[src/include/csopt_pkg.sv]
package csopt_pkg;

  // ----------------------------------------------------------------
  // Sizes and register map
  // ----------------------------------------------------------------
  localparam int          CSOPT_NUM_REGIONS = 6;
  localparam int          CSOPT_NUM_STROBES = 6;

  // Option registers of the strobe-capable pins 6 to 11, in pin order.
  localparam logic [31:0] CSOPT_STROBE_OPT_ADDR [CSOPT_NUM_STROBES] = '{
    32'h8007fdbc, 32'h8007fdb4, 32'h8007fdac,
    32'h8007fda4, 32'h8007fd9c, 32'h8007fd94
  };

  // Region option and base registers: boot region first, then regions 1 to 5.
  localparam logic [31:0] CSOPT_REGION_OPT_ADDR0  = 32'h8007fe00;
  localparam logic [31:0] CSOPT_REGION_BASE_ADDR0 = 32'h8007fe20;
  localparam logic [31:0] CSOPT_STATUS_ADDR       = 32'h8007fe40;
  localparam logic [31:0] CSOPT_WORD_STRIDE       = 32'h00000004;

  // ----------------------------------------------------------------
  // Field positions (bit 0 of the printed layout is bit 31 here)
  // ----------------------------------------------------------------
  localparam int          CSOPT_BLOCK_SIZE_LSB    = 28;
  localparam int          CSOPT_NESTED_BIT        = 27;
  localparam int          CSOPT_PRIV_BIT          = 26;
  localparam int          CSOPT_PIN_FN_LSB        = 11;
  localparam int          CSOPT_BYTE_LSB          = 9;
  localparam int          CSOPT_REGION_LSB        = 6;
  localparam int          CSOPT_BASE_LSB          = 12;

  // Writable bits; everything else is reserved and reads as zero.
  localparam logic [31:0] CSOPT_STROBE_OPT_MASK   = 32'h00001fc0;
  localparam logic [31:0] CSOPT_REGION_OPT_MASK   = 32'hfc000000;
  localparam logic [31:0] CSOPT_REGION_BASE_MASK  = 32'hfffff000;

  // ----------------------------------------------------------------
  // Encodings and reset values
  // ----------------------------------------------------------------
  localparam logic [1:0]  CSOPT_PIN_CHIP_ENABLE   = 2'h0;
  localparam logic [1:0]  CSOPT_PIN_WRITE_STROBE  = 2'h1;
  localparam logic [1:0]  CSOPT_PIN_OUTPUT_STROBE = 2'h2;
  localparam logic [1:0]  CSOPT_PIN_ALTERNATE     = 2'h3;
  localparam logic [1:0]  CSOPT_PIN_RESET_SELECT  = 2'h2;
  localparam logic [1:0]  CSOPT_PIN_RESET_OTHER   = 2'h3;
  localparam logic [2:0]  CSOPT_REGION_LAST       = 3'h5;
  localparam logic [3:0]  CSOPT_BLOCK_SIZE_OFF    = 4'h0;
  localparam int          CSOPT_BLOCK_SHIFT0      = 11;
  localparam logic [31:0] CSOPT_STROBE_OPT_RESET  = 32'h00001800;
  localparam logic [31:0] CSOPT_ZERO_WORD         = 32'h00000000;

  // Strap capture sequencer.
  typedef enum logic {
    CSOPT_ST_LOAD,
    CSOPT_ST_RUN
  } csopt_state_type;

  // ----------------------------------------------------------------
  // Shared arithmetic
  // ----------------------------------------------------------------
  // Address compare mask for a block size code: code 1 keeps the 20 top
  // address bits, each further code drops one more low bit.
  function automatic logic [31:0] csopt_block_mask(input logic [3:0] code);
    logic [31:0] ones;
    ones = 32'hffffffff;
    return ones << (CSOPT_BLOCK_SHIFT0 + int'(code));
  endfunction : csopt_block_mask

  // Byte address of word i in a table starting at base.
  function automatic logic [31:0] csopt_word_addr(input logic [31:0] base,
                                                  input int          i);
    return base + CSOPT_WORD_STRIDE * 32'(i);
  endfunction : csopt_word_addr

endpackage : csopt_pkg

[src/core/csopt_region_match.sv]
module csopt_region_match
  import csopt_pkg::*;
(
  input  wire logic [31:0] bus_addr,
  input  wire logic [31:0] base_word,
  input  wire logic [31:0] option_word,
  input  wire logic        bus_supervisor,
  input  wire logic        bus_data_access,
  output logic             hit,
  output logic             nested,
  output logic             denied
);

  // ----------------------------------------------------------------
  // Field decode
  // ----------------------------------------------------------------
  // The block size field sets how many high address bits take part.
  wire logic [3:0]  block_size_code = option_word[CSOPT_BLOCK_SIZE_LSB +: 4];
  wire logic [31:0] compare_mask    = csopt_block_mask(block_size_code);
  wire logic        size_valid      = block_size_code != CSOPT_BLOCK_SIZE_OFF;
  wire logic        privileged_only = option_word[CSOPT_PRIV_BIT];

  // ----------------------------------------------------------------
  // Match and protection
  // ----------------------------------------------------------------
  // A zero size code keeps the region silent whatever the base says.
  assign hit    = size_valid && ((bus_addr & compare_mask) == (base_word & compare_mask));
  assign nested = option_word[CSOPT_NESTED_BIT];
  // Only data accesses are policed; instruction fetches pass.
  assign denied = privileged_only && bus_data_access && !bus_supervisor;

endmodule : csopt_region_match

[src/core/csopt_top.sv]
// How it works
// - Pin function resets 10 if select, else 11.
// - Pins 6-11 keep only function, byte, region.
// - Block size field sets region block size.
// - Nested flag marks sub-block inside main block.
// - Privileged flag limits data access to supervisor.
// - Pin function picks enable, strobes or alternate; the enable code leaves the pin idle.
// - Size zero disables; codes double from 4K.
// - Region field binds strobe; codes 6,7 reserved.
// - Byte field picks lane gating the write strobe.
//
// The APB register port was left to the implementer.
module csopt_top
  import csopt_pkg::*;
(
  input  wire logic                         ref_clk,
  input  wire logic                         resetn,
  input  wire logic                         psel,
  input  wire logic                         penable,
  input  wire logic                         pwrite,
  input  wire logic [31:0]                  paddr,
  input  wire logic [31:0]                  pwdata,
  output logic      [31:0]                  prdata,
  output logic                              pready,
  output logic                              pslverr,
  input  wire logic [csopt_pkg::CSOPT_NUM_STROBES-1:0] select_strap,
  input  wire logic                         bus_valid,
  input  wire logic                         bus_write,
  input  wire logic [31:0]                  bus_addr,
  input  wire logic [3:0]                   bus_byte_en,
  input  wire logic                         bus_supervisor,
  input  wire logic                         bus_data_access,
  output logic [csopt_pkg::CSOPT_NUM_REGIONS-1:0] region_select_n,
  output logic [csopt_pkg::CSOPT_NUM_STROBES-1:0] strobe_n,
  output logic [csopt_pkg::CSOPT_NUM_STROBES-1:0] alt_function,
  output logic                              access_denied
);
  import csopt_pkg::*;

  // ----------------------------------------------------------------
  // Storage
  // ----------------------------------------------------------------
  // Option and base words, one flop word per register.
  logic [31:0]     strobe_opt_reg  [CSOPT_NUM_STROBES];
  logic [31:0]     region_opt_reg  [CSOPT_NUM_REGIONS];
  logic [31:0]     region_base_reg [CSOPT_NUM_REGIONS];

  // Strap capture sequencer.
  csopt_state_type state_reg;

  // Bus answer, held in flops so the bus sees no decode glitches.
  logic [31:0]     prdata_reg;
  logic            pready_reg;
  logic            pslverr_reg;

  // Pin registers; every pin output of the block is one of these.
  logic [CSOPT_NUM_REGIONS-1:0] region_select_n_reg;
  logic [CSOPT_NUM_STROBES-1:0] strobe_n_reg;
  logic [CSOPT_NUM_STROBES-1:0] alt_function_reg;
  logic            access_denied_reg;

  // ----------------------------------------------------------------
  // APB decode
  // ----------------------------------------------------------------
  // A request is answered one cycle into its access phase, so every
  // transfer takes setup plus two access cycles.
  wire logic access_phase = psel && penable;
  wire logic capture      = access_phase && !pready_reg;
  wire logic commit       = access_phase && pready_reg;

  // Status is read-only; a write to it is accepted and dropped.
  wire logic status_hit   = paddr == CSOPT_STATUS_ADDR;

  // One hit bit per register; the map has no overlaps, so at most one
  // bit of the three vectors is set for any address.
  logic [CSOPT_NUM_STROBES-1:0] strobe_opt_hit;
  logic [CSOPT_NUM_REGIONS-1:0] region_opt_hit;
  logic [CSOPT_NUM_REGIONS-1:0] region_base_hit;

  // The strobe option words are scattered, so each has its own constant.
  for (genvar k = 0; k < CSOPT_NUM_STROBES; k++) begin : g_strobe_dec
    assign strobe_opt_hit[k] = paddr == CSOPT_STROBE_OPT_ADDR[k];
  end
  // Region option and base words form two tables, one word per
  // region, boot region first.
  for (genvar i = 0; i < CSOPT_NUM_REGIONS; i++) begin : g_region_dec
    assign region_opt_hit[i]  = paddr == csopt_word_addr(CSOPT_REGION_OPT_ADDR0, i);
    assign region_base_hit[i] = paddr == csopt_word_addr(CSOPT_REGION_BASE_ADDR0, i);
  end

  // An address outside the map is answered, but with an error, so a
  // stray access never hangs the bus.
  wire logic mapped = status_hit || (|strobe_opt_hit) || (|region_opt_hit)
                      || (|region_base_hit);

  // Reserved bits are cut off on the way in, so they always read zero.
  wire logic [31:0] strobe_opt_wdata  = pwdata & CSOPT_STROBE_OPT_MASK;
  wire logic [31:0] region_opt_wdata  = pwdata & CSOPT_REGION_OPT_MASK;
  wire logic [31:0] region_base_wdata = pwdata & CSOPT_REGION_BASE_MASK;

  // ----------------------------------------------------------------
  // Region matching
  // ----------------------------------------------------------------
  // One matcher per region; all of them compare in parallel.
  logic [CSOPT_NUM_REGIONS-1:0] region_hit;
  logic [CSOPT_NUM_REGIONS-1:0] region_nested;
  logic [CSOPT_NUM_REGIONS-1:0] region_denied;

  // Fetches and data accesses go through the same compare; only the
  // privilege check tells them apart.
  for (genvar i = 0; i < CSOPT_NUM_REGIONS; i++) begin : g_match
    csopt_region_match u_match (
      .bus_addr        (bus_addr),
      .base_word       (region_base_reg[i]),
      .option_word     (region_opt_reg[i]),
      .bus_supervisor  (bus_supervisor),
      .bus_data_access (bus_data_access),
      .hit             (region_hit[i]),
      .nested          (region_nested[i]),
      .denied          (region_denied[i])
    );
  end

  // A matching sub-block takes the access away from its main block, so
  // the two never assert together.
  wire logic any_sub_hit = |(region_hit & region_nested);
  wire logic [CSOPT_NUM_REGIONS-1:0] region_owner =
    region_hit & (region_nested | {CSOPT_NUM_REGIONS{!any_sub_hit}});

  // A denied region selects nothing and the access is flagged instead.
  wire logic [CSOPT_NUM_REGIONS-1:0] region_active =
    region_owner & ~region_denied & {CSOPT_NUM_REGIONS{bus_valid}};
  wire logic denied_now = bus_valid && (|(region_owner & region_denied));

  // ----------------------------------------------------------------
  // Strobe pins 6 to 11
  // ----------------------------------------------------------------
  // Each pin strobes for one region or hands the pin to its alternate
  // function; the two never overlap.
  logic [CSOPT_NUM_STROBES-1:0] strobe_active;
  logic [CSOPT_NUM_STROBES-1:0] strobe_alt;

  for (genvar k = 0; k < CSOPT_NUM_STROBES; k++) begin : g_strobe
    // Fields of this pin's option word.
    wire logic [1:0] pin_fn   = strobe_opt_reg[k][CSOPT_PIN_FN_LSB +: 2];
    wire logic [1:0] lane     = strobe_opt_reg[k][CSOPT_BYTE_LSB +: 2];
    wire logic [2:0] region   = strobe_opt_reg[k][CSOPT_REGION_LSB +: 3];

    // Reserved region codes bind to nothing and leave the pin idle.
    wire logic       bound    = region <= CSOPT_REGION_LAST;
    wire logic       rgn_on   = bound && region_active[region];
    wire logic       lane_on  = bus_byte_en[lane];

    // Chip enable is not a legal role for these pins; it stays quiet.
    assign strobe_active[k] =
      (pin_fn == CSOPT_PIN_WRITE_STROBE)  ? (rgn_on && bus_write && lane_on) :
      (pin_fn == CSOPT_PIN_OUTPUT_STROBE) ? (rgn_on && !bus_write) : 1'b0;
    assign strobe_alt[k] = pin_fn == CSOPT_PIN_ALTERNATE;
  end

  // ----------------------------------------------------------------
  // Read data and status
  // ----------------------------------------------------------------
  // Status shows the pins active high, so software need not invert.
  // It reads the registered pins, one cycle behind the bus inputs.
  wire logic [31:0] status_word = {15'h0000, access_denied_reg,
                                   2'h0, ~strobe_n_reg,
                                   2'h0, ~region_select_n_reg};

  // Read mux; a miss in the map reads zero.
  logic [31:0] read_word;
  always_comb begin
    // Default first, so every path leaves the mux a value.
    read_word = status_hit ? status_word : CSOPT_ZERO_WORD;
    for (int k = 0; k < CSOPT_NUM_STROBES; k++) begin
      if (strobe_opt_hit[k]) begin
        read_word = strobe_opt_reg[k];
      end
    end

    for (int i = 0; i < CSOPT_NUM_REGIONS; i++) begin
      if (region_opt_hit[i]) begin
        read_word = region_opt_reg[i];
      end
      if (region_base_hit[i]) begin
        read_word = region_base_reg[i];
      end
    end
  end

  // ----------------------------------------------------------------
  // APB handshake
  // ----------------------------------------------------------------
  // Ready drops right after each answer so a back-to-back request gets a
  // fresh setup and capture cycle.
  always_ff @(posedge ref_clk or negedge resetn) begin
    if (!resetn) begin
      pready_reg  <= 1'b0;
      pslverr_reg <= 1'b0;
      prdata_reg  <= CSOPT_ZERO_WORD;
    end else begin
      // Ready rises one edge after capture and falls at the next.
      pready_reg  <= capture;
      // The error rides with ready for that same single cycle.
      pslverr_reg <= capture && !mapped;
      // Read data is frozen at capture and held until the next one.
      if (capture) begin
        prdata_reg <= pwrite ? CSOPT_ZERO_WORD : read_word;
      end
    end
  end

  // ----------------------------------------------------------------
  // Strobe-pin option registers
  // ----------------------------------------------------------------
  // The strap is not sampled under reset: the pin fields come up as
  // "other" and the first clock after release loads the real value.
  always_ff @(posedge ref_clk or negedge resetn) begin
    if (!resetn) begin
      // The strap is not trusted under reset; pins start as alternate.
      state_reg <= CSOPT_ST_LOAD;
      for (int k = 0; k < CSOPT_NUM_STROBES; k++) begin
        strobe_opt_reg[k] <= CSOPT_STROBE_OPT_RESET;
      end
    end else begin
      case (state_reg)
        CSOPT_ST_LOAD: begin
          // Only the pin fields follow the strap; the rest stay zero.
          for (int k = 0; k < CSOPT_NUM_STROBES; k++) begin
            strobe_opt_reg[k][CSOPT_PIN_FN_LSB +: 2] <= select_strap[k] ?
              CSOPT_PIN_RESET_SELECT : CSOPT_PIN_RESET_OTHER;
          end
          state_reg <= CSOPT_ST_RUN;
        end
        CSOPT_ST_RUN: begin
          // Writes are honoured only once the strap is in.
          for (int k = 0; k < CSOPT_NUM_STROBES; k++) begin
            if (commit && pwrite && strobe_opt_hit[k]) begin
              strobe_opt_reg[k] <= strobe_opt_wdata;
            end
          end
        end
        // Unreachable; resume normal running.
        default: begin
          state_reg <= CSOPT_ST_RUN;
        end
      endcase
    end
  end

  // ----------------------------------------------------------------
  // Region option and base registers
  // ----------------------------------------------------------------
  // All regions come up with size zero, so nothing selects until
  // software has written an option word; the bases may then be
  // written in either order.
  always_ff @(posedge ref_clk or negedge resetn) begin
    if (!resetn) begin
      for (int i = 0; i < CSOPT_NUM_REGIONS; i++) begin
        region_opt_reg[i]  <= CSOPT_ZERO_WORD;
        region_base_reg[i] <= CSOPT_ZERO_WORD;
      end
    end else begin
      for (int i = 0; i < CSOPT_NUM_REGIONS; i++) begin
        // Reserved bits are already masked off here.
        if (commit && pwrite && region_opt_hit[i]) begin
          region_opt_reg[i] <= region_opt_wdata;
        end
        // Low base bits are dropped; no block is under 4K.
        if (commit && pwrite && region_base_hit[i]) begin
          region_base_reg[i] <= region_base_wdata;
        end
      end
    end
  end

  // ----------------------------------------------------------------
  // Pin outputs
  // ----------------------------------------------------------------
  // Registering the pins costs a cycle of latency but keeps glitches
  // from the address compare off the external strobes.
  always_ff @(posedge ref_clk or negedge resetn) begin
    if (!resetn) begin
      // Pins come up idle; selects and strobes are active low.
      region_select_n_reg <= '1;
      strobe_n_reg        <= '1;
      alt_function_reg    <= '1;
      access_denied_reg   <= 1'b0;
    end else begin
      region_select_n_reg <= ~region_active;
      strobe_n_reg        <= ~strobe_active;
      // The alternate role follows the option word alone.
      alt_function_reg    <= strobe_alt;
      access_denied_reg   <= denied_now;
    end
  end

  // Ports are plain copies of the registers.
  assign prdata          = prdata_reg;
  assign pready          = pready_reg;
  assign pslverr         = pslverr_reg;

  assign region_select_n = region_select_n_reg;
  assign strobe_n        = strobe_n_reg;
  assign alt_function    = alt_function_reg;
  assign access_denied   = access_denied_reg;

endmodule : csopt_top

[config.mk]
export PLATFORM = sky130hd
export DESIGN_NAME = csopt_top
export DESIGN_NICKNAME = d
export VERILOG_FILES = /design/src/include/csopt_pkg.sv /design/src/core/csopt_region_match.sv /design/src/core/csopt_top.sv
export SDC_FILE = /design/constraint.sdc
export NUM_CORES = 1
export LEC_CHECK = 0
export BUFFER_PORTS_ARGS = -buffer_cell sky130_fd_sc_hd__buf_2
export CAP_MARGIN = 10
export CORE_UTILIZATION = 55
export CTS_BUF_LIST = sky130_fd_sc_hd__clkbuf_8 sky130_fd_sc_hd__clkbuf_16
export DETAILED_ROUTE_END_ITERATION = 12
export PLACE_DENSITY = 0.78
export SLEW_MARGIN = 20
export SYNTH_ARGS = -nofsm -noshare
export SYNTH_HDL_FRONTEND = slang
export SYNTH_SLANG_ARGS = --single-unit
export TNS_END_PERCENT = 1
[constraint.sdc]
create_clock -name ref_clk -period 4.25 [get_ports ref_clk]
set_input_delay 0.6375 -clock ref_clk [delete_from_list [all_inputs] [get_ports ref_clk]]
set_output_delay 0.6375 -clock ref_clk [all_outputs]
set_load 0.02 [all_outputs]
==> results.sh <==
export IMPL_cp_arrival_ps=4500
export IMPL_remaining_drc_errors=0
export IMPL_overflow=0
export IMPL_ir_drop_uv=322
export IMPL_reg2reg_depth=16
export IMPL_synth_compound_area_frac=0.180
export IMPL_die_h_um=172
export IMPL_synth_top_area_frac=0.351
export IMPL_synth_fa_ha_area_frac=0.0201
export IMPL_required_ps=4710
export IMPL_dieArea_um2=29400
export IMPL_nNetsFinal=1864
export IMPL_switching_share=0.251
export IMPL_grt_antenna_before_repair=1
export IMPL_initial_core_util=0.564
export IMPL_p_leak_nw=8.35
export IMPL_rows=61
export IMPL_cap_violations=0
export IMPL_seq_power_share=0.453
export IMPL_worst_pin_slew_ps=878
export IMPL_syn_to_final_growth_pct=14.1
export IMPL_synth_area_top_cells="dfrtp_1 35%, mux2_2 13%, dfstp_2 5.0%"
export IMPL_die_width_um=172
export IMPL_grt_pass1_vias=13284
export IMPL_path_clk_slew_ps=60
export IMPL_clock_power_share=0.467
export IMPL_drive_above_1_share=0.287
export IMPL_grt_pass1_wl_um=79100
export IMPL_cts_root_buf="clkbuf_16"
export IMPL_via_per_inst=6.63
export IMPL_synthMuxAreaShare=0.157
export IMPL_grt_util_all_layers=0.362
export IMPL_slew_violations=0
export IMPL_clockBufferDepth=3
export IMPL_core_area_um2=28000
export IMPL_drt_total_wl_um=53400
export IMPL_num_io_pins=168
export IMPL_synth_distinct_cells=82
export IMPL_cts_sinks=252
export IMPL_cts_buffers=28
export IMPL_combPwrFrac=0.079
export IMPL_yosysSeqAreaShare=0.401
export IMPL_synth_ff_latch_count=252
export IMPL_first_iter_violations=1955
export IMPL_synth_top_family_by_area="compound AO/OA/AOI/OAI gates"
export IMPL_dominantRegCellSynth="dfrtp_1"
export IMPL_critical_path_class="reg2reg"
export IMPL_relSlewSlack=0.415
export IMPL_power_mw=5.37
export IMPL_syn_inst=1594
export IMPL_crit_path_end_kind="register"
export IMPL_synth_enable_flop_cells=0
export IMPL_hp_class="in2async"
export IMPL_synth_xor_area_share=0.0725
export IMPL_worstSkewPairLatency_ps=560
export IMPL_grt_max_degree=109
export IMPL_fmaxAchievable_mhz=247
export IMPL_p_per_area_nw_per_um2=298
export IMPL_async_flop_share=1.00
export IMPL_setup_violations=0
export IMPL_dp_hpwl_um=39800
export IMPL_cts_tree="built"
export IMPL_vias=14106
export IMPL_crit_path_start_kind="register"
export IMPL_synth_nets=1732
export IMPL_port_buffers=161
export IMPL_skew_ps=9.47
export IMPL_hold_viol=0
export IMPL_firstDrtPassIters=6
export IMPL_min_period_ps=4040
export IMPL_hold_buffers=0
export IMPL_syn_area_per_cell_um2=9.92
export IMPL_rsz0062_at_grt="no"
export IMPL_cp_max_fo=12
export IMPL_largest_reg_flops=120
export IMPL_syn_area_um2=15800
export IMPL_yosys_area_share_simple=0.129
export IMPL_intPower_mw=4.02
export IMPL_gp_congestion=0.972
export IMPL_htreeDepth=1
export IMPL_wire_per_inst_um=25.1
export IMPL_synth_warnings=0
export IMPL_status="completed"
export IMPL_final_setup_tns_ps=0
export IMPL_fin_crit_sh=0.951
export IMPL_ant_nets=0
export IMPL_yosysTopAreaCell="dfrtp_1"
export IMPL_switchingPower_mw=1.35
power groups by stage:
| stage | logic (mW) | clock network [mW] | registers (mW) |
|---|---|---|---|
| 3_5_place_dp | 0.409 | 0 | 2.48 |
| 6_report | 0.425 | 2.51 | 2.43 |
| 4_1_cts | 0.412 | 2.54 | 2.43 |
| 5_1_grt | 0.450 | 2.63 | 2.43 |
| 2_1_floorplan | 0.172 | 0 | 2.48 |
| 3_3_place_gp | 0.404 | 0 | 2.48 |
cells in the final DEF (no fill, tap or decap), types with 45 or more instances in the layout:
master,Yosys,final
inv_1,51,54
nand3_1,45,45
a21oi_1,60,60
o21ai_0,95,95
mux2_2,189,189
nand2_1,116,116
dfrtp_1,222,222
buf_4,0,48
nor2_1,69,68
xnor2_1,54,54
buf_2,6,160
xor2_1,75,75
stage by stage:
stage / worst slack, ps / instances / util / instance area [µm²] / hold WS (ps)
floorplan: 682 / 1594 / - / 15800 / 342
global placement: 315 / 2074 / 0.609 / 17100 / 459
detailed placement: 208 / 2074 / 0.609 / 17100 / 462
CTS: 181 / 2126 / 0.644 / 18000 / 183
global route: 2.69 / 2126 / 0.644 / 18000 / 211
finish: 207 / 2127 / 0.644 / 18000 / 128
path summary, 6_finish.rpt:
check                                          from                     to  slack [ps]
min in group ref_clk                select_strap[2]  g_strobe[2].pin_fn[0]         210
worst min register to register            prdata[0]              prdata[0]         480
worst max-delay path            region_opt_reg[124]            strobe_n[1]         210
worst max register to register  region_opt_reg[124]            strobe_n[1]         210
worst min-delay path                         resetn             prdata[19]         130
max in group asynchronous                    resetn  g_strobe[5].pin_fn[0]        3160
repair_timing:
| item | CTS | global route |
|---|---|---|
| gates resized for setup | 0 | 4 |
| setup buffers | 0 | 0 |
| endpoints found under the setup margin | 0 | 6 |
Yosys cell counts (30+ instances only):
library cell	number
o21ai_0	95
a21oi_1	60
dfrtp_1	222
inv_1	51
nor3_1	32
nand3_1	45
a22oi_1	42
nand2_1	116
dfstp_2	30
nor2_1	69
mux2_2	189
xor2_1	75
clkbuf_1	95
xnor2_1	54
area by class of cell:
class / count / area, µm²
clock buffers: 36 / 811
flip-flops and latches: 252 / 6340
diodes: 1 / 2.50
repair buffers: 211 / 1220
fillers: 2298 / 9960
multi-input cells: 1182 / 8850
inverters: 51 / 191
clock inverters: 16 / 154
well taps: 378 / 473
per-layer routing:
metal	up-vias	global-route usage	wire, µm
li1	6174	-	-
met5	-	0	0
met3	120	0.0971	6330
met1	6970	0.500	21600
met4	0	0.124	1790
met2	842	0.546	23600
logic make-up after synthesis:
logic type                 after synthesis
xor gates and xnor gates               130
and+or+nand+nor                        401
AOI/OAI and AO/OA                      408
DFF                                    252
muxes                                  216
adders and majority gates               26
buffers and inverters                  160
other                                    1
worst max-delay path: stages, from the launching register on:
cell,delay (ps)
dfrtp_1,380
inv_1,80
ha_1,160
inv_1,50
ha_1,380
nand2b_1,180
or3b_1,350
a32oi_1,200
a41oi_1,140
a2111oi_1,380
and4_1,390
a222oi_1,150
and3_2,330
buf_4,200
o221ai_1,190
nor3b_1,80
o32ai_1,300
No activity file was read; power rests on OpenSTA's default activity.
